--- config.mk ---
export PLATFORM = sky130hd
export DESIGN_NAME = pwm_timebase_shutdown
export DESIGN_NICKNAME = d
export VERILOG_FILES = /design/src/design/pwm_timebase_shutdown.v
export VERILOG_INCLUDE_DIRS = /design/src /design/src/design
export SDC_FILE = /design/constraint.sdc
export NUM_CORES = 1
export LEC_CHECK = 0
export BUFFER_PORTS_ARGS = -buffer_cell sky130_fd_sc_hd__buf_2
export CORE_MARGIN = 4
export CORE_UTILIZATION = 45
export CTS_BUF_LIST = sky130_fd_sc_hd__clkbuf_8
export DETAILED_ROUTE_END_ITERATION = 6
export PLACE_DENSITY = 0.8
export SYNTH_ARGS = -nofsm -noshare
export SYNTH_HDL_FRONTEND = slang
export SYNTH_SLANG_ARGS = --single-unit
--- constraint.sdc ---
create_clock -name hclk -period 3.1 [get_ports hclk]
set_clock_uncertainty 0.1 [all_clocks]
set_input_delay 0.31 -clock hclk [delete_from_list [all_inputs] [get_ports hclk]]
set_output_delay 0.31 -clock hclk [all_outputs]
set_load 0.01 [all_outputs]
--- src/design/pwm_shutdown_map.vh ---
// Register offsets, field positions and codes for the PWM time base and shutdown block
`ifndef PWM_SHUTDOWN_MAP_VH
`define PWM_SHUTDOWN_MAP_VH

// ********************************
// Register word indices, byte address is four times these
// ********************************
`define OFS_TIMEBASE   6'h00
`define OFS_SHUTDOWN   6'h01
`define OFS_IRQ_STATUS 6'h02
`define OFS_IRQ_MASK   6'h03
`define OFS_DUTY       6'h04

// ********************************
// Fields and codes
// ********************************
`define ASC_FLAG_BIT 7
`define ASC_SRC_MSB  6
`define ASC_SRC_LSB  4
`define ASC_AC_MSB   3
`define ASC_AC_LSB   2
`define ASC_BD_MSB   1
`define ASC_BD_LSB   0
`define TSEL_T2      2'h0
`define TSEL_T4      2'h1
`define TSEL_T6      2'h2
`define SRC_OFF      3'h0
`define SRC_C1       3'h1
`define SRC_C2       3'h2
`define SRC_C1_C2    3'h3
`define SRC_INT      3'h4
`define SRC_INT_C1   3'h5
`define SRC_INT_C2   3'h6
`define SRC_ALL      3'h7
`define PSS_LOW      2'h0
`define PSS_HIGH     2'h1
`define IRQ_SHUTDOWN 0
`define IRQ_PERIOD   1

// ********************************
// Reset values
// ********************************
`define RST_TIMEBASE 2'h0
`define RST_SHUTDOWN 8'h00
`define RST_IRQ      2'h0
`define RST_DUTY     8'h00

`endif

--- src/design/pwm_timebase_shutdown.v ---
// PWM time base selection and auto-shutdown unit with an AHB-Lite register slave
`timescale 1ns/1ns
`default_nettype none
`include "pwm_shutdown_map.vh"

module pwm_timebase_shutdown #(
	parameter CW = 8
) (
	input  wire          hclk,
	input  wire          hresetn,
	input  wire          hsel,
	input  wire [31:0]   haddr,
	input  wire [1:0]    htrans,
	input  wire          hwrite,
	input  wire [2:0]    hsize,
	input  wire [31:0]   hwdata,
	input  wire          hready,
	output wire          hreadyout,
	output wire          hresp,
	output wire [31:0]   hrdata,
	input  wire [CW-1:0] timer2_count,
	input  wire          timer2_match,
	input  wire [CW-1:0] timer4_count,
	input  wire          timer4_match,
	input  wire [CW-1:0] timer6_count,
	input  wire          timer6_match,
	input  wire          comparator_c1,
	input  wire          comparator_c2,
	input  wire          int_pin,
	output wire          pwm_output_a,
	output wire          pwm_output_a_oe,
	output wire          pwm_output_b,
	output wire          pwm_output_b_oe,
	output wire          pwm_output_c,
	output wire          pwm_output_c_oe,
	output wire          pwm_output_d,
	output wire          pwm_output_d_oe,
	output wire          irq
);

	// ********************************
	// Bus slave
	// ********************************
	reg        wr_q;
	reg [5:0]  waddr_q;
	reg [31:0] rdata_q;
	reg [31:0] rdata_d;
	reg        ready_q;
	wire       take;
	wire [5:0] aidx;
	wire       wr_tsel;
	wire       wr_asc;
	wire       wr_stat;
	wire       wr_mask;
	wire       wr_duty;

	// Transfer size is not checked: only whole words are issued
	assign take = hsel & htrans[1] & hready;
	assign aidx = haddr[7:2];

	always @(posedge hclk or negedge hresetn) begin
		if (!hresetn) begin
			wr_q    <= 1'b0;
			waddr_q <= 6'h00;
			ready_q <= 1'b0;
		end else begin
			wr_q    <= take & hwrite;
			waddr_q <= aidx;
			ready_q <= 1'b1;
		end
	end

	assign wr_tsel = wr_q & (waddr_q == `OFS_TIMEBASE);
	assign wr_asc  = wr_q & (waddr_q == `OFS_SHUTDOWN);
	assign wr_stat = wr_q & (waddr_q == `OFS_IRQ_STATUS);
	assign wr_mask = wr_q & (waddr_q == `OFS_IRQ_MASK);
	assign wr_duty = wr_q & (waddr_q == `OFS_DUTY);

	// ********************************
	// Control registers
	// ********************************
	reg [1:0]    tsel_q;
	reg [2:0]    src_q;
	reg [1:0]    pss_ac_q;
	reg [1:0]    pss_bd_q;
	reg          flag_q;
	reg          flag_d;
	reg [1:0]    stat_q;
	reg [1:0]    stat_d;
	reg [1:0]    mask_q;
	reg [CW-1:0] duty_q;
	reg [CW-1:0] duty_act_q;

	always @(posedge hclk or negedge hresetn) begin
		if (!hresetn) begin
			// Source off and both pin pairs low, so nothing can trip before setup
			tsel_q   <= `RST_TIMEBASE;
			src_q    <= `SRC_OFF;
			pss_ac_q <= `PSS_LOW;
			pss_bd_q <= `PSS_LOW;
			mask_q   <= `RST_IRQ;
			duty_q   <= `RST_DUTY;
		end else begin
			if (wr_tsel) begin
				tsel_q <= hwdata[1:0];
			end
			if (wr_asc) begin
				src_q    <= hwdata[`ASC_SRC_MSB:`ASC_SRC_LSB];
				pss_ac_q <= hwdata[`ASC_AC_MSB:`ASC_AC_LSB];
				pss_bd_q <= hwdata[`ASC_BD_MSB:`ASC_BD_LSB];
			end
			if (wr_mask) begin
				mask_q <= hwdata[1:0];
			end
			if (wr_duty) begin
				duty_q <= hwdata[CW-1:0];
			end
		end
	end

	// ********************************
	// Input synchronisers
	// ********************************
	reg [2:0] meta_q;
	reg [2:0] sync_q;
	wire      c1_hi;
	wire      c2_hi;
	wire      int_lo;

	// Pin idles high so the interrupt-low source is inactive out of reset
	// Only sync_q feeds logic; meta_q may still be settling
	always @(posedge hclk or negedge hresetn) begin
		if (!hresetn) begin
			meta_q <= 3'h4;
			sync_q <= 3'h4;
		end else begin
			meta_q <= {int_pin, comparator_c2, comparator_c1};
			sync_q <= meta_q;
		end
	end

	assign c1_hi  = sync_q[0];
	assign c2_hi  = sync_q[1];
	assign int_lo = ~sync_q[2];

	// ********************************
	// Shutdown source and event flag
	// ********************************
	reg trigger;

	always @* begin
		case (src_q)
		`SRC_OFF:    trigger = 1'b0;
		`SRC_C1:     trigger = c1_hi;
		`SRC_C2:     trigger = c2_hi;
		`SRC_C1_C2:  trigger = c1_hi | c2_hi;
		`SRC_INT:    trigger = int_lo;
		`SRC_INT_C1: trigger = int_lo | c1_hi;
		`SRC_INT_C2: trigger = int_lo | c2_hi;
		`SRC_ALL:    trigger = int_lo | c1_hi | c2_hi;
		default:     trigger = 1'b0;
		endcase
	end

	// Software may clear or force the flag; an active source overrides a clear
	always @* begin
		flag_d = flag_q;
		if (wr_asc) begin
			flag_d = hwdata[`ASC_FLAG_BIT];
		end
		if (trigger) begin
			flag_d = 1'b1;
		end
	end

	always @(posedge hclk or negedge hresetn) begin
		if (!hresetn) begin
			flag_q <= 1'b0;
		end else begin
			flag_q <= flag_d;
		end
	end

	// ********************************
	// Time base selection
	// ********************************
	reg [CW-1:0] cnt_sel;
	reg          match_sel;

	// Reserved code falls back to Timer 2 rather than freezing the output
	always @* begin
		case (tsel_q)
		`TSEL_T4: begin
			cnt_sel   = timer4_count;
			match_sel = timer4_match;
		end
		`TSEL_T6: begin
			cnt_sel   = timer6_count;
			match_sel = timer6_match;
		end
		default: begin
			cnt_sel   = timer2_count;
			match_sel = timer2_match;
		end
		endcase
	end

	// Duty is double-buffered so a write never tears the running period
	always @(posedge hclk or negedge hresetn) begin
		if (!hresetn) begin
			duty_act_q <= `RST_DUTY;
		end else if (match_sel) begin
			duty_act_q <= duty_q;
		end
	end

	wire pwm_raw;

	assign pwm_raw = (cnt_sel < duty_act_q);

	// ********************************
	// Output pins
	// ********************************
	reg [3:0] pin_q;
	reg [3:0] oe_q;

	genvar i;
	generate
		for (i = 0; i < 4; i = i + 1) begin : g_pin
			// Pins A and C carry the waveform, B and D its complement
			wire [1:0] pss;
			wire       run;

			assign pss = (i % 2 == 0) ? pss_ac_q : pss_bd_q;
			assign run = (i % 2 == 0) ? pwm_raw : ~pwm_raw;

			always @(posedge hclk or negedge hresetn) begin
				if (!hresetn) begin
					pin_q[i] <= 1'b0;
					oe_q[i]  <= 1'b0;
				end else if (flag_d) begin
					pin_q[i] <= (pss == `PSS_HIGH);
					oe_q[i]  <= ~pss[1];
				end else begin
					pin_q[i] <= run;
					oe_q[i]  <= 1'b1;
				end
			end
		end
	endgenerate

	assign pwm_output_a    = pin_q[0];
	assign pwm_output_b    = pin_q[1];
	assign pwm_output_c    = pin_q[2];
	assign pwm_output_d    = pin_q[3];
	assign pwm_output_a_oe = oe_q[0];
	assign pwm_output_b_oe = oe_q[1];
	assign pwm_output_c_oe = oe_q[2];
	assign pwm_output_d_oe = oe_q[3];

	// ********************************
	// Interrupts
	// ********************************
	reg [1:0] events;
	reg       irq_q;

	always @* begin
		events = 2'h0;
		events[`IRQ_SHUTDOWN] = flag_d & ~flag_q;
		events[`IRQ_PERIOD]   = match_sel;
		stat_d = stat_q;
		if (wr_stat) begin
			stat_d = stat_q & ~hwdata[1:0];
		end
		// A new event outranks a clear in the same cycle
		stat_d = stat_d | events;
	end

	always @(posedge hclk or negedge hresetn) begin
		if (!hresetn) begin
			stat_q <= `RST_IRQ;
			irq_q  <= 1'b0;
		end else begin
			stat_q <= stat_d;
			irq_q  <= |(stat_d & mask_q);
		end
	end

	assign irq = irq_q;

	// ********************************
	// Read path
	// ********************************
	// Read data is latched at the address phase; a read right after a
	// write to the same register would see the old value, which the
	// single-transfer master never does
	always @* begin
		rdata_d = 32'h0000_0000;
		case (aidx)
		`OFS_TIMEBASE: begin
			rdata_d[1:0] = tsel_q;
		end
		`OFS_SHUTDOWN: begin
			rdata_d[7:0] = {flag_q, src_q, pss_ac_q, pss_bd_q};
		end
		`OFS_IRQ_STATUS: begin
			rdata_d[1:0] = stat_q;
		end
		`OFS_IRQ_MASK: begin
			rdata_d[1:0] = mask_q;
		end
		`OFS_DUTY: begin
			rdata_d[CW-1:0] = duty_q;
		end
		default: begin
			rdata_d = 32'h0000_0000;
		end
		endcase
	end

	always @(posedge hclk or negedge hresetn) begin
		if (!hresetn) begin
			rdata_q <= 32'h0000_0000;
		end else if (take & ~hwrite) begin
			rdata_q <= rdata_d;
		end
	end

	// Kept in a flop so every port leaves a register; this slave never errors
	reg resp_q;

	always @(posedge hclk or negedge hresetn) begin
		if (!hresetn) begin
			resp_q <= 1'b0;
		end else begin
			resp_q <= 1'b0;
		end
	end

	assign hrdata    = rdata_q;
	assign hreadyout = ready_q;
	assign hresp     = resp_q;

endmodule // pwm_timebase_shutdown

`default_nettype wire

=== After elaboration in Yosys (flattened, before gate mapping) ===
Index checks and enable logic that the tools add are counted.

* Muxes and demuxes: 12
* Equal/unequal tests: 19
* Bitwise operators: 24
* Order comparisons: 1
* Reduce and logical (&&, ||, !) cells: 4

{| class="wikitable"
|+ Operator list
! operator !! count
|-
| 6-bit by 2-bit equality test with 1-bit output (second input constant) || 4
|-
| 8-bit case mux with 2 select lines || 1
|-
| 3-bit equality test (second input constant) || 4
|-
| 6-bit by 1-bit equality test with 1-bit output (second input constant) || 2
|-
| 6-bit by 3-bit equality test with 1-bit output (second input constant) || 2
|-
| 6-bit logical NOT || 2
|-
| 6-bit case mux with 2 select lines || 1
|-
| 1-bit AND || 10
|-
| 2-bit case mux with 5 select lines || 1
|-
| 8-bit less-than comparator || 1
|-
| 1-bit case mux with 8 select lines || 1
|-
| 2-bit by 1-bit equality test with 1-bit output (second input constant) || 3
|-
| 3-bit by 2-bit equality test with 1-bit output (second input constant) || 2
|-
| 1-bit two-way mux || 6
|-
| 1-bit NOT || 6
|-
| 2-bit AND || 2
|-
| 1-bit OR || 4
|-
| 3-bit by 1-bit equality test with 1-bit output (second input constant) || 1
|-
| 3-bit logical NOT || 1
|-
| 2-bit equality test (second input constant) || 1
|-
| 2-bit two-way mux || 1
|-
| 2-bit NOT || 1
|-
| 2-bit OR || 1
|-
| 1-bit case mux with 2 select lines || 1
|-
| 2-bit OR reduction || 1
|}

* Bits of input ports: 104
* Bits in registers: 57
* Word-level logic and storage cells: 80
* Output and inout bits: 43

=== Logic depth before layout (Yosys ltp) ===
Gate-level depths: netlist of run 1.

* Word-level depth: 9
* Mapped depth: 11

=== Least setup slack after synthesis of run 1 ===
No wires, ideal clock.

* Kind: register to register
* Start: register tsel_q[0]
* End: register pin_q[2], in the netlist pwm_output_c
* Data arrival time: 2430 ps
* Period minus slack after synthesis: 2655 ps
* Stages on the path, launching flop included: 11
* Path slack: 445 ps
* Setup time: 125 ps
* Path buffers: 2
* Data required time: 2875 ps
* Cell sequence: dfrtp_1 inv_1 ha_1 clkbuf_1 clkbuf_1 o21ai_0 ha_1 o21ai_0 a2111oi_0 a22oi_1 mux2_4

* Cells in the longest elaborated chain, start to end: 4
* Elaborated cells between the ends (all ways): 5

{| class="wikitable"
|+ RTL lines
! element !! RTL line !! source
|-
| start, declared || pwm_timebase_shutdown.v:82 || <nowiki>reg [1:0] tsel_q;</nowiki>
|-
| start signal, assigned || pwm_timebase_shutdown.v:97 || <nowiki>tsel_q <= `RST_TIMEBASE;</nowiki>
|-
| start signal, assigned || pwm_timebase_shutdown.v:105 || <nowiki>tsel_q <= hwdata[1:0];</nowiki>
|-
| 2-bit equality test / 2-bit by 1-bit equality test with 1-bit output (equally long branches) || pwm_timebase_shutdown.v:192 || <nowiki>case (tsel_q)</nowiki>
|-
| 8-bit case mux with 2 select lines * || pwm_timebase_shutdown.v:192 ||
|-
| 8-bit less-than comparator * || pwm_timebase_shutdown.v:219 || <nowiki>assign pwm_raw = (cnt_sel < duty_act_q);</nowiki>
|-
| 1-bit two-way mux * || pwm_timebase_shutdown.v:241 || <nowiki>end else if (flag_d) begin</nowiki>
|-
| end signal, assigned by index || pwm_timebase_shutdown.v:242 || <nowiki>pin_q[i] <= (pss == `PSS_HIGH);</nowiki>
|-
| end signal, assigned by index || pwm_timebase_shutdown.v:245 || <nowiki>pin_q[i] <= run;</nowiki>
|-
| end, declared || pwm_timebase_shutdown.v:224 || <nowiki>reg [3:0] pin_q;</nowiki>
|}

Mark *: on every way between the ends. The rest lies on a longest branch, timed or not.
A chain may end at the register's enable or synchronous reset.

=== Worst setup path after layout of run 1 ===
Same ends and word-level chain as after synthesis.

==> results.md, run 1 <==
- Setup repair after global routing left no endpoint under its margin.
- The growth of design area from synthesis to finish is 19.1%.
- Of the cells placed in the final design, the portion with a size suffix greater than 1 is 0.341.
- In this run the count of I/O pins placed on the die edge is 147.
- The sequential share of the synthesized area is 0.502.
- Sorting the synthesized cells by area gives the leading types as sky130_fd_sc_hd__dfrtp_1, sky130_fd_sc_hd__buf_4, sky130_fd_sc_hd__mux2_2.
- The delay of the slowest cell on the worst path is approximately 570 ps.
- Total power for the finished layout comes to between 1.5 and 2 mW.
- The synthesized design contains 0 enable-type register cells.
- The Yosys step of the flow raised 0 warnings.
- In the final timing run, aggregate negative setup slack is 0 ps.
- At the worst endpoint, the required time is roughly 3200 ps.
- The post-detailed-route wirelength per cell is approximately 15 microns.
- The first global-routing pass estimated between 9000 and 10000 microns of wire.
- The peak fanout along the critical path is 18.
- The library cells used most frequently in the layout, excluding fill and tap cells, are sky130_fd_sc_hd__buf_2, sky130_fd_sc_hd__dfrtp_1, sky130_fd_sc_hd__nand2_1.
- Of all cell types, the one taking the most synthesized area is sky130_fd_sc_hd__dfrtp_1.
- After synthesis, the share of flip-flops with an asynchronous set or reset is 1.00.
- The initial detailed-routing violation count is 109.
- The H-tree was split into 3 levels.
- The root buffer selected by CTS is sky130_fd_sc_hd__clkbuf_8.
- The remaining max-slew budget at the tightest pin is 0.506.
- The floorplan step defined a core boundary enclosing 6030 sq um.
- The die height is ~88 microns.
- The number of buffers and inverters on the critical path is 1.
- Summed over all layers, the routed wires come to 6040 microns.
- After clock tree synthesis, the clock-pin slew on the worst setup and hold paths is ~60 ps.
- The total clock sinks is between 50 and 60.
- The via density per instance is between 5 and 6.
- The number of antenna repair diodes is 0.
- Synthesis inferred between 50 and 60 register bits.
- The count of final max-slew check failures was 0.
- The analysis attributes to cell leakage a power of 1.67 nW.
- The number of clock buffers added by TritonCTS is 9.
- The arrival time of data at the critical path endpoint is 2920 ps.
- The pin count of the biggest net entering global routing is 39.
- The post-cts sizing count is 0.
- Synthesis produced a netlist whose cell count is approximately 260.
- The count of nets left with antenna violations once routing finished came out at 0.
- For the finished layout, the period the worst path requires is 2790 ps.
- The type of the worst setup path is flop to flop.
- The number of port buffers is 67.
- The finished layout holds roughly 400 standard cells, fillers aside.
- The die is roughly 88 microns wide.
- The number of antenna violations at the first check in global routing came to 0.
- The initial utilization of the core area, before any placement, comes to 0.473.
- After floorplanning, the core was divided into 28 placement rows.
- The share of synthesized area in the top cell type comes to 0.483.
- The kind of end point of the critical path is a flop.
- Dividing the final minimum period by the clock period gives 0.899.
- The later pin in the worst-skew pair is clocked with a latency of ~340 ps.
- The run finished with clean final reports.
- The HPWL after detailed placement is between 4000 and 5000 microns.
- The number of distinct library cell variants in the gate-level netlist after synthesis is 36.
- The cell family contributing the most delay on the critical path is compound AO/OA/AOI/OAI gates.
- Detailed routing inserted a total of approximately 2100 vias.
- The count of placed standard cells including taps is 388.
- The largest individual stage delay along the critical path comes from the cell sky130_fd_sc_hd__ha_1.
- Across the run, the number of max-cap violations was 0.
- TritonCTS built the clock tree.
- The category of the worst setup path launch point is a flop.
- The number of filler cells placed in the layout is 525.
- The final hold violation count is 0.
- Setup violations remaining at the end of the flow were counted as 0.
- The full die area is ~7700 sq um.
- The mean post-synth cell area is 11.0 sq um.
- The total grt overflow is 0.
- In the global route stage, overall resource usage came out at 0.166.
- Traced cell by cell, the critical path runs through inv_1 -> ha_1 -> o21ai_0 -> ha_1 -> o21ai_0 -> a2111oi_0 -> a22oi_1 -> mux2_4.
- The number of global-route vias before repair came to approximately 2000.
- The top achievable clock speed is 359 MHz.
- The net count of the finished layout is 445.
- For this run, design rule violations remaining after detail routing come to 0.
- The worst-case IR drop observed on VDD is 0.000460 V.
- The worst hold path belongs to the class input pin to flop.
- The most used flip-flop cell after synthesis is sky130_fd_sc_hd__dfrtp_1.
- The longest clock path from root to sink contains 2 buffers.
- Before antenna repair, the detailed router went through 5 iterations.
- The weighted congestion at the end of routability-driven global placement is ~0.85.
- For the pin with the worst max-slew slack, the measured transition is ~740 ps.
- The leading cell type in the layout, fill and taps excluded is sky130_fd_sc_hd__buf_2.
- For this design the ratio of total power to cell area is 484 nW/um^2.
- The cell area that synthesis handed to floorplanning was 2850 sq um.
per-layer routing:
metal | global-route usage | share of wire | vias up
met3 | 0.0696 | 0.070 | 15
met4 | 0.0572 | 0.021 | 0
met2 | 0.266 | 0.50 | 73
met5 | 0 | 0 | -
li1 | - | - | 993
met1 | 0.200 | 0.40 | 1026
flip-flops by register name, indices dropped and copies added, names as in the netlist:
register and flops:
duty_act_q 8, duty_q 8, flag_q 1, g_pin.pss 4, hrdata 8, hreadyout 1, irq 1, mask_q 2
meta_q 3, pwm_output_c 1, pwm_output_c_oe 1, pwm_output_d 1, pwm_output_d_oe 1, src_q 3, stat_q 2, sync_q 3
tsel_q 2, waddr_q 6, wr_q 1
worst reg2reg max path, stage by stage (launching register included):
cell,delay [ps]
sky130_fd_sc_hd__dfrtp_1,430
sky130_fd_sc_hd__inv_1,70
sky130_fd_sc_hd__ha_1,570
sky130_fd_sc_hd__o21ai_0,200
sky130_fd_sc_hd__ha_1,300
sky130_fd_sc_hd__o21ai_0,90
sky130_fd_sc_hd__a2111oi_0,430
sky130_fd_sc_hd__a22oi_1,190
sky130_fd_sc_hd__mux2_4,300
cell usage after synthesis, drive strengths merged, types with 5 or more instances:
| library cell | count |
|---|---|
| a22oi | 16 |
| nand2 | 29 |
| o21ai | 24 |
| nor3 | 5 |
| buf | 32 |
| inv | 15 |
| mux2 | 25 |
| ha | 9 |
| dfrtp | 55 |
| clkbuf | 6 |
power breakdown:
group	internal, mW	total, mW	leakage, nW	switching [mW]
registers	0.779	0.800	0.682	0.0205
logic	0.0851	0.184	0.884	0.0987
clock network	0.371	0.658	0.107	0.287
total	1.24	1.64	1.67	0.406
final timing paths:
check / start / cells past startpoint / slack (ps) / endpoint
worst max-delay path: tsel_q[0] / 8 / 310 / pwm_output_c
worst min-delay path: haddr[4] / 1 / 60 / waddr_q[2]
worst max register to register: tsel_q[0] / 8 / 310 / pwm_output_c
worst min register to register: meta_q[1] / 0 / 250 / sync_q[1]
max in group asynchronous: hresetn / 3 / 1720 / sync_q[2]
min in group asynchronous: hresetn / 2 / 340 / irq
layout make-up:
| cell class | count | area [sq um] | share of cell area |
|---|---|---|---|
| inverters | 15 | 56.3 | 0.0166 |
| flip-flops and latches | 57 | 1430 | 0.421 |
| multi-input cells | 172 | 1190 | 0.351 |
| clock inverters | 3 | 13.8 | 0.00405 |
| clock buffers | 13 | 179 | 0.0527 |
| repair buffers | 77 | 430 | 0.127 |
| well taps | 75 | 93.8 | 0.0276 |
logic make-up (layout without fill, tap and decap cells):
logic type | count (synthesis) | count (layout) | share of synthesized area
buffers and inverters | 53 | 108 | 0.112
flip-flops | 57 | 57 | 0.502
multiplexers | 29 | 29 | 0.123
adder cells (fa/ha/maj) | 9 | 9 | 0.0395
AND/OR/NAND/NOR | 56 | 56 | 0.105
other | 2 | 26 | 0.00264
AO/OA/AOI/OAI | 52 | 52 | 0.117
metrics by stage:
| step | worst slack [ps] | hold slack (ps) | util | instance area (sq um) |
|---|---|---|---|---|
| floorplan | 445 | -85.6 | - | 2940 |
| global placement | 437 | 169 | 0.518 | 3120 |
| detailed placement | 305 | 171 | 0.518 | 3120 |
| CTS | 293 | 39.1 | 0.563 | 3390 |
| global route | 27.5 | 38.7 | 0.563 | 3390 |
| finish | 313 | 60.6 | 0.563 | 3390 |
repair_timing:
action | in CTS | in global routing
hold endpoints to repair | 26 | 0
buffers inserted | 0 | 0
hold buffers | 8 | 0
endpoints found under the setup margin | 0 | 0
(Power assumes the default switching activity.)
==> run 2, diff against run 1 <==
--- a/config.mk
+++ b/config.mk
@@ -6,12 +6,12 @@
 export SDC_FILE = /design/constraint.sdc
 export NUM_CORES = 1
 export LEC_CHECK = 0
+export ABC_CLOCK_PERIOD_IN_PS = 3100
 export BUFFER_PORTS_ARGS = -buffer_cell sky130_fd_sc_hd__buf_2
 export CORE_MARGIN = 4
-export CORE_UTILIZATION = 45
+export CORE_UTILIZATION = 35
 export CTS_BUF_LIST = sky130_fd_sc_hd__clkbuf_8
 export DETAILED_ROUTE_END_ITERATION = 6
-export PLACE_DENSITY = 0.8
 export SYNTH_ARGS = -nofsm -noshare
 export SYNTH_HDL_FRONTEND = slang
 export SYNTH_SLANG_ARGS = --single-unit
==> results.md, run 2 (synthesis results as in run 1) <==
- For this block, the via count after detailed routing is a little over 2000.
- For met3 alone, demand over resource in global routing was 0.0514.
- Counting the buffers created by CTS gives 9.
- The library cell used most frequently in the layout, excluding fill and tap cells, is sky130_fd_sc_hd__buf_2.
- The kind of end point of the critical path is a flop.
- The net count reported at finish is approximately 440.
- For this run, global-route usage on met2 was measured as 0.201.
- The flow ran to the end, and the final reports show no timing, DRC or antenna violations.
- The full die area is just under 10000 sq um.
- Prior to clock tree synthesis, the placed netlist has a worst setup slack of between 300 and 400 ps.
- The number of global-route vias before repair is approximately 2100.
- The final hold violation count was 0.
- The clock period could shrink to 2750 ps.
- The number of antenna violations at the first check in global routing is 0.
- The beginning of the worst register-to-register path is tsel_q[0].
- In this run the worst path has a maximum fanout of 18.
- The tree is rooted in a sky130_fd_sc_hd__clkbuf_8.
- The type of the worst setup path is flop to flop.
- The number of buffers between clock root and the deepest sink is 2.
- The area of the core is just under 8000 sq um.
- The clock transition at the register clock pins on the worst setup and hold paths after CTS is 60 ps.
- The met1 usage is 0.146.
- The power per standard cell area is 536 nW/um^2.
- The analysis attributes to cell leakage a power of 1.69 nW.
- The die is between 90 and 100 microns tall.
- Post-CTS timing repair inserted 0 buffers for setup.
- met2 is the most crowded layer.
- TritonCTS built the clock tree.
- The post-detailed-route wirelength per cell is 12.9 microns.
- The number of rows in the core area is 32.
- The number of port buffers is between 60 and 70.
- The category of the worst setup path launch point is a flop.
- For this configuration, the core starts out at a cell density of 0.365.
- Global routing finished with a remaining overflow of 0.
- Setup repair after global routing left no endpoint under its margin.
- The slew of the pin with the lowest slew margin is between 900 and 1000 ps.
- The wire length after detailed routing is ~5600 microns.
- The library cells used most frequently in the layout, excluding fill and tap cells, are sky130_fd_sc_hd__buf_2, sky130_fd_sc_hd__dfrtp_1, sky130_fd_sc_hd__nand2_1.
- The remaining max-slew budget at the tightest pin is 0.362.
- The detail route stage leaves a number of antenna-violating nets equal to 0.
- CTS built an H-tree with a depth of 3.
- The top achievable clock speed is between 300 and 400 MHz.
- The share of the clock period used by the worst path is 0.887.
- The path class of the lowest-slack min-delay path is input pin to asynchronous set/reset pin.
- The count of final max-slew check failures was 0.
- The pin count of the biggest net entering global routing is 46.
- Counting every sink on the clock net gives 57.
- In the final layout, the share of cells above drive strength 1 is 0.339.
- Routability-driven placement finished with a final weighted congestion of about 0.76.
- STA puts the critical path data required time at 3220 ps.
- Data on the critical path arrives at its endpoint at approximately 2900 ps.
- The number of ports placed on the die boundary is ~150.
- The first global-routing pass estimated between 9000 and 10000 microns of wire.
- The most critical setup path has its startpoint at tsel_q[0].
- Relative to the synthesized area, the layout overhead comes to 22.3%.
- In the global route stage, overall resource usage came out at 0.121.
- In this run, the number of DRC markers left after iteration 0 of detailed routing was 52.
- The tool flagged a number of max-cap violations equal to 0.
- In the routed layout, each cell is associated on average with a via count of ~4.7.
- The post-route DRC violation count is 0.
- The final-layout setup total negative slack is 0 ps.
- Setup violations remaining at the end of the flow were counted as 0.
- The wire-length estimate of the detail-placed layout is about 4400 microns.
- The number of antenna repair diodes is 0.
- The final setup slack of the worst path is 349 ps.
- The maximum vdd drop is about 0.00035 V.
- In this run the horizontal extent of the chip is 98.2 microns.
- The clock latency on the worst-skew pair is ~330 ps.
- The first detailed-routing pass ran for 5 iterations.
## run 2: changes by cell type in the layout (fill, tap and decap cells not counted)
cell / previous run / this run
sky130_fd_sc_hd__bufinv_16: 0 / 4
sky130_fd_sc_hd__clkbuf_8: 13 / 9
sky130_fd_sc_hd__clkinv_2: 2 / 0
sky130_fd_sc_hd__clkinvlp_4: 0 / 1
sky130_fd_sc_hd__dlygate4sd3_1: 8 / 7
sky130_fd_sc_hd__inv_1: 16 / 17
## run 2: worst max-delay path, stage by stage (launching register included)
cell and delay (ps):
sky130_fd_sc_hd__dfrtp_1 400, sky130_fd_sc_hd__inv_1 60, sky130_fd_sc_hd__ha_1 550, sky130_fd_sc_hd__o21ai_0 180, sky130_fd_sc_hd__ha_1 310, sky130_fd_sc_hd__o21ai_0 110
sky130_fd_sc_hd__a2111oi_0 440, sky130_fd_sc_hd__a22oi_1 170, sky130_fd_sc_hd__mux2_4 300
## run 2: power breakdown
part / total [mW] / internal (mW) / leakage, nW / switching [mW]
sequential: 0.800 / 0.779 / 0.682 / 0.0206
combinational: 0.179 / 0.0838 / 0.880 / 0.0954
clock: 0.889 / 0.609 / 0.132 / 0.280
## run 2: stage by stage
stage | utilization | area (sq um) | hold slack (ps) | power, mW | std cells
global placement | 0.404 | 3160 | 233 | 0.983 | 415
finish | 0.446 | 3480 | 30.1 | 1.87 | 438
CTS | 0.446 | 3480 | 62.9 | 1.89 | 438
floorplan | - | 2940 | -85.6 | 0.932 | 282
detailed placement | 0.404 | 3160 | 235 | 0.989 | 415
global route | 0.446 | 3480 | 63.5 | 1.96 | 438
## run 2: timing repair
item                                   4_1_cts  5_1_grt
setup endpoints to repair                    0        0
gates resized for setup                      0        0
endpoints found under the hold margin        7        0
hold buffers                                 7        0
## run 2: per-layer routing
layer	up-vias	part of all wire	routed length [microns]
li1	996	-	-
met1	985	0.42	2380
met2	70	0.49	2770
met3	8	0.080	450
met4	0	0.0083	47
met5	-	0	0
## run 2: worst paths after layout
| path | slack [ps] | endpoint | cells past startpoint |
|---|---|---|---|
| hold reg to reg | 250 | sync_q[1] | 0 |
| max in group asynchronous | 2140 | duty_q[7] | 2 |
| hold / removal | 30 | meta_q[1] | 1 |
| setup reg to reg | 350 | pwm_output_c | 8 |
| min in group hclk | 80 | waddr_q[2] | 1 |
| setup / recovery | 350 | pwm_output_c | 8 |
## run 2: area by class of cell
| type | instances | area (sq um) |
|---|---|---|
| multi-input combinational | 172 | 1190 |
| clock buffer | 9 | 124 |
| clock inverter | 7 | 135 |
| fill | 755 | 4320 |
| sequential | 57 | 1430 |
| tap | 102 | 128 |
| timing repair buffer | 76 | 420 |
| inverter | 15 | 56.3 |
==> run 3, diff against run 2 <==
--- a/config.mk
+++ b/config.mk
@@ -6,7 +6,7 @@
 export SDC_FILE = /design/constraint.sdc
 export NUM_CORES = 1
 export LEC_CHECK = 0
-export ABC_CLOCK_PERIOD_IN_PS = 3100
+export ABC_CLOCK_PERIOD_IN_PS = 3200
 export BUFFER_PORTS_ARGS = -buffer_cell sky130_fd_sc_hd__buf_2
 export CORE_MARGIN = 4
 export CORE_UTILIZATION = 35
==> constraint.sdc (replaced) <==
create_clock -name hclk -period 3.2 [get_ports hclk]
set_clock_uncertainty 0.1 [all_clocks]
set_input_delay 0.32 -clock hclk [delete_from_list [all_inputs] [get_ports hclk]]
set_output_delay 0.32 -clock hclk [all_outputs]
set_load 0.01 [all_outputs]
==> results.md, run 3 (synthesis results as in run 1) <==
- The remaining antenna violation count is 0.
- In the final layout, the share of cells above drive strength 1 is 0.339.
- The longest clock path from root to sink contains 2 buffers.
- The count of final max-slew check failures was 0.
- The initial detailed-routing violation count is approximately 80.
- The number of antenna diodes in the final layout is 0.
- The smallest clock period supported by the final layout is computed as 2790 ps.
- At the pin with the least slew margin, the transition time is between 600 and 700 ps.
- The final non-filler cell total is roughly 440.
- The filler cells instantiated in the layout total 767.
- The initial core utilization is 0.365.
- The final hold violation count is 0.
- The worst hold path startpoint is haddr[4].
- The count of buffers added on input and output ports is 67.
- Setup violations remaining at the end of the flow were counted as 0.
- The arrival time of data at the critical path endpoint is 2900 ps.
- The final cell utilization of the core is 0.438.
- The first TritonRoute pass finished after 4 iterations.
- The total leakage power is 1.66 nW.
- The number of maximum-capacitance constraint violations is 0.
- The number of buffers inserted by post-CTS setup repair is 0.
- The congestion estimate from routability-driven global placement came to 0.785.
- Clock-pin slew was measured on the worst setup and hold paths at ~60 ps.
- The finished cells cover between 3000 and 4000 sq um.
- Of the available clock period, the critical path in the final layout requires 0.871.
- The total grt overflow is 0.
- Setup repair after global routing left no endpoint under its margin.
- The placed instances occupy a cell area of around 3200 sq um.
- Dividing total power by cell area gives a power density of approximately 450 nW/um^2.
- The floorplan step defined a die boundary enclosing 9650 sq um.
- Along the worst path, the maximum fanout reaches 18.
- Entering global routing, the biggest net connects 39 pins.
- In this run the count of I/O pins placed on the die edge is approximately 150.
- The category of the worst setup path launch point is a flop.
- In this run the number of H-tree levels came out at 3.
- The number of rows in the core area is 32.
- The die height is ~98 microns.
- The remaining max-slew budget at the tightest pin is 0.563.
- The number of antenna violations at the first check in global routing is 0.
- The total chip power is 1.55 mW.
- Across all layers, the routed design uses slightly above 2000 vias.
- For this run, the total global-route usage over all layers was measured as 0.123.
- VDD sags by at most 0.000283 V.
- For the final routed database, the setup TNS stands at 0 ps.
- The width of the chip is ~98 microns.
- After detailed routing, the number of remaining DRC violations is 0.
- Dividing the detail-routed via count by the number of cells gives approximately 4.6.
- The path class of the lowest-slack min-delay path is input pin to flop.
- The count of placed standard cells including taps is roughly 420.
- TritonCTS built the clock tree.
- Timing would allow up to between 300 and 400 MHz.
- The wire-length estimate of the detail-placed layout is 4390 microns.
- The root buffer selected by CTS is sky130_fd_sc_hd__clkbuf_8.
- TritonCTS created 9 clock buffers.
- The type of the worst setup path is flop to flop.
- Wires add up to 5690 microns.
- The wire length of the first global-routing pass is between 9000 and 10000 microns.
- Dividing the detail-routed wire length by the instance count gives roughly 13 microns.
- The growth of design area from synthesis to finish is 20.0%.
- The total clock sinks is between 50 and 60.
- At the worst endpoint, the required time is 3320 ps.
- The later pin in the worst-skew pair is clocked with a latency of 330 ps.
- The worst setup path startpoint is tsel_q[0].
- The leading cell type in the layout, fill and taps excluded is sky130_fd_sc_hd__buf_2.
- The startpoint identified for the worst register-to-register timing path is tsel_q[0].
- The kind of end point of the critical path is a flop.
- After layout, the worst setup slack is between 400 and 500 ps.
- Hold timing on the final database bottoms out at a slack of roughly 85 ps.
- The run finished with clean final reports.
- The final layout contains ~450 nets.
- In the layout the commonest cells are sky130_fd_sc_hd__buf_2, sky130_fd_sc_hd__dfrtp_1, sky130_fd_sc_hd__nand2_1.
- Prior to clock tree synthesis, the placed netlist has a worst setup slack of between 300 and 400 ps.
- The area of the core is slightly below 8000 sq um.
- The number of global-route vias before repair is 2132.
## run 3: cell count changes in the layout (fill, tap and decap cells not counted), sizes merged
| cell | before | now |
|---|---|---|
| clkbuf | 9 | 12 |
| dlygate4sd3 | 7 | 8 |
| clkinv | 0 | 1 |
| bufinv | 4 | 0 |
| inv | 17 | 16 |
## run 3: worst paths after layout
check	end	slack, ps	cells past startpoint
worst min-delay path	waddr_q[2]	90	1
max in group asynchronous	meta_q[2]	1810	3
worst min register to register	sync_q[1]	260	0
min in group asynchronous	waddr_q[5]	360	2
worst max register to register	pwm_output_c	410	8
worst max-delay path	pwm_output_c	410	8
## run 3: power by group
group / switching [mW] / total (mW) / internal (mW)
logic: 0.0934 / 0.176 / 0.0823
registers: 0.0197 / 0.775 / 0.755
clock network: 0.260 / 0.595 / 0.335
total: 0.373 / 1.55 / 1.17
## run 3: metal layers
layer / routed length [microns] / up-vias / part of all wire / track usage
li1: - / 992 / - / -
met1: 2400 / 969 / 0.42 / 0.150
met2: 2860 / 61 / 0.50 / 0.209
met3: 381 / 7 / 0.067 / 0.0450
met4: 41 / 0 / 0.0072 / 0.0305
met5: 0 / - / 0 / 0
## run 3: worst max-delay path, stage by stage (launching register included)
cell	delay [ps]
sky130_fd_sc_hd__dfrtp_1	410
sky130_fd_sc_hd__inv_1	60
sky130_fd_sc_hd__ha_1	570
sky130_fd_sc_hd__o21ai_0	170
sky130_fd_sc_hd__ha_1	310
sky130_fd_sc_hd__o21ai_0	120
sky130_fd_sc_hd__a2111oi_1	440
sky130_fd_sc_hd__a22oi_1	180
sky130_fd_sc_hd__mux2_4	300
## run 3: timing repair
item / CTS / global route
hold buffers: 8 / 0
gates resized for setup: 0 / 1
setup endpoints to repair: 0 / 1
endpoints found under the hold margin: 26 / 0
## run 3: cell type report
type / instances / area [sq um] / area share
inverters: 15 / 56.3 / 0.0165
well taps: 102 / 128 / 0.0373
clock inverters: 3 / 16.3 / 0.00476
repair buffers: 77 / 430 / 0.126
multi-input cells: 172 / 1190 / 0.349
clock buffers: 12 / 165 / 0.0483
flip-flops and latches: 57 / 1430 / 0.418
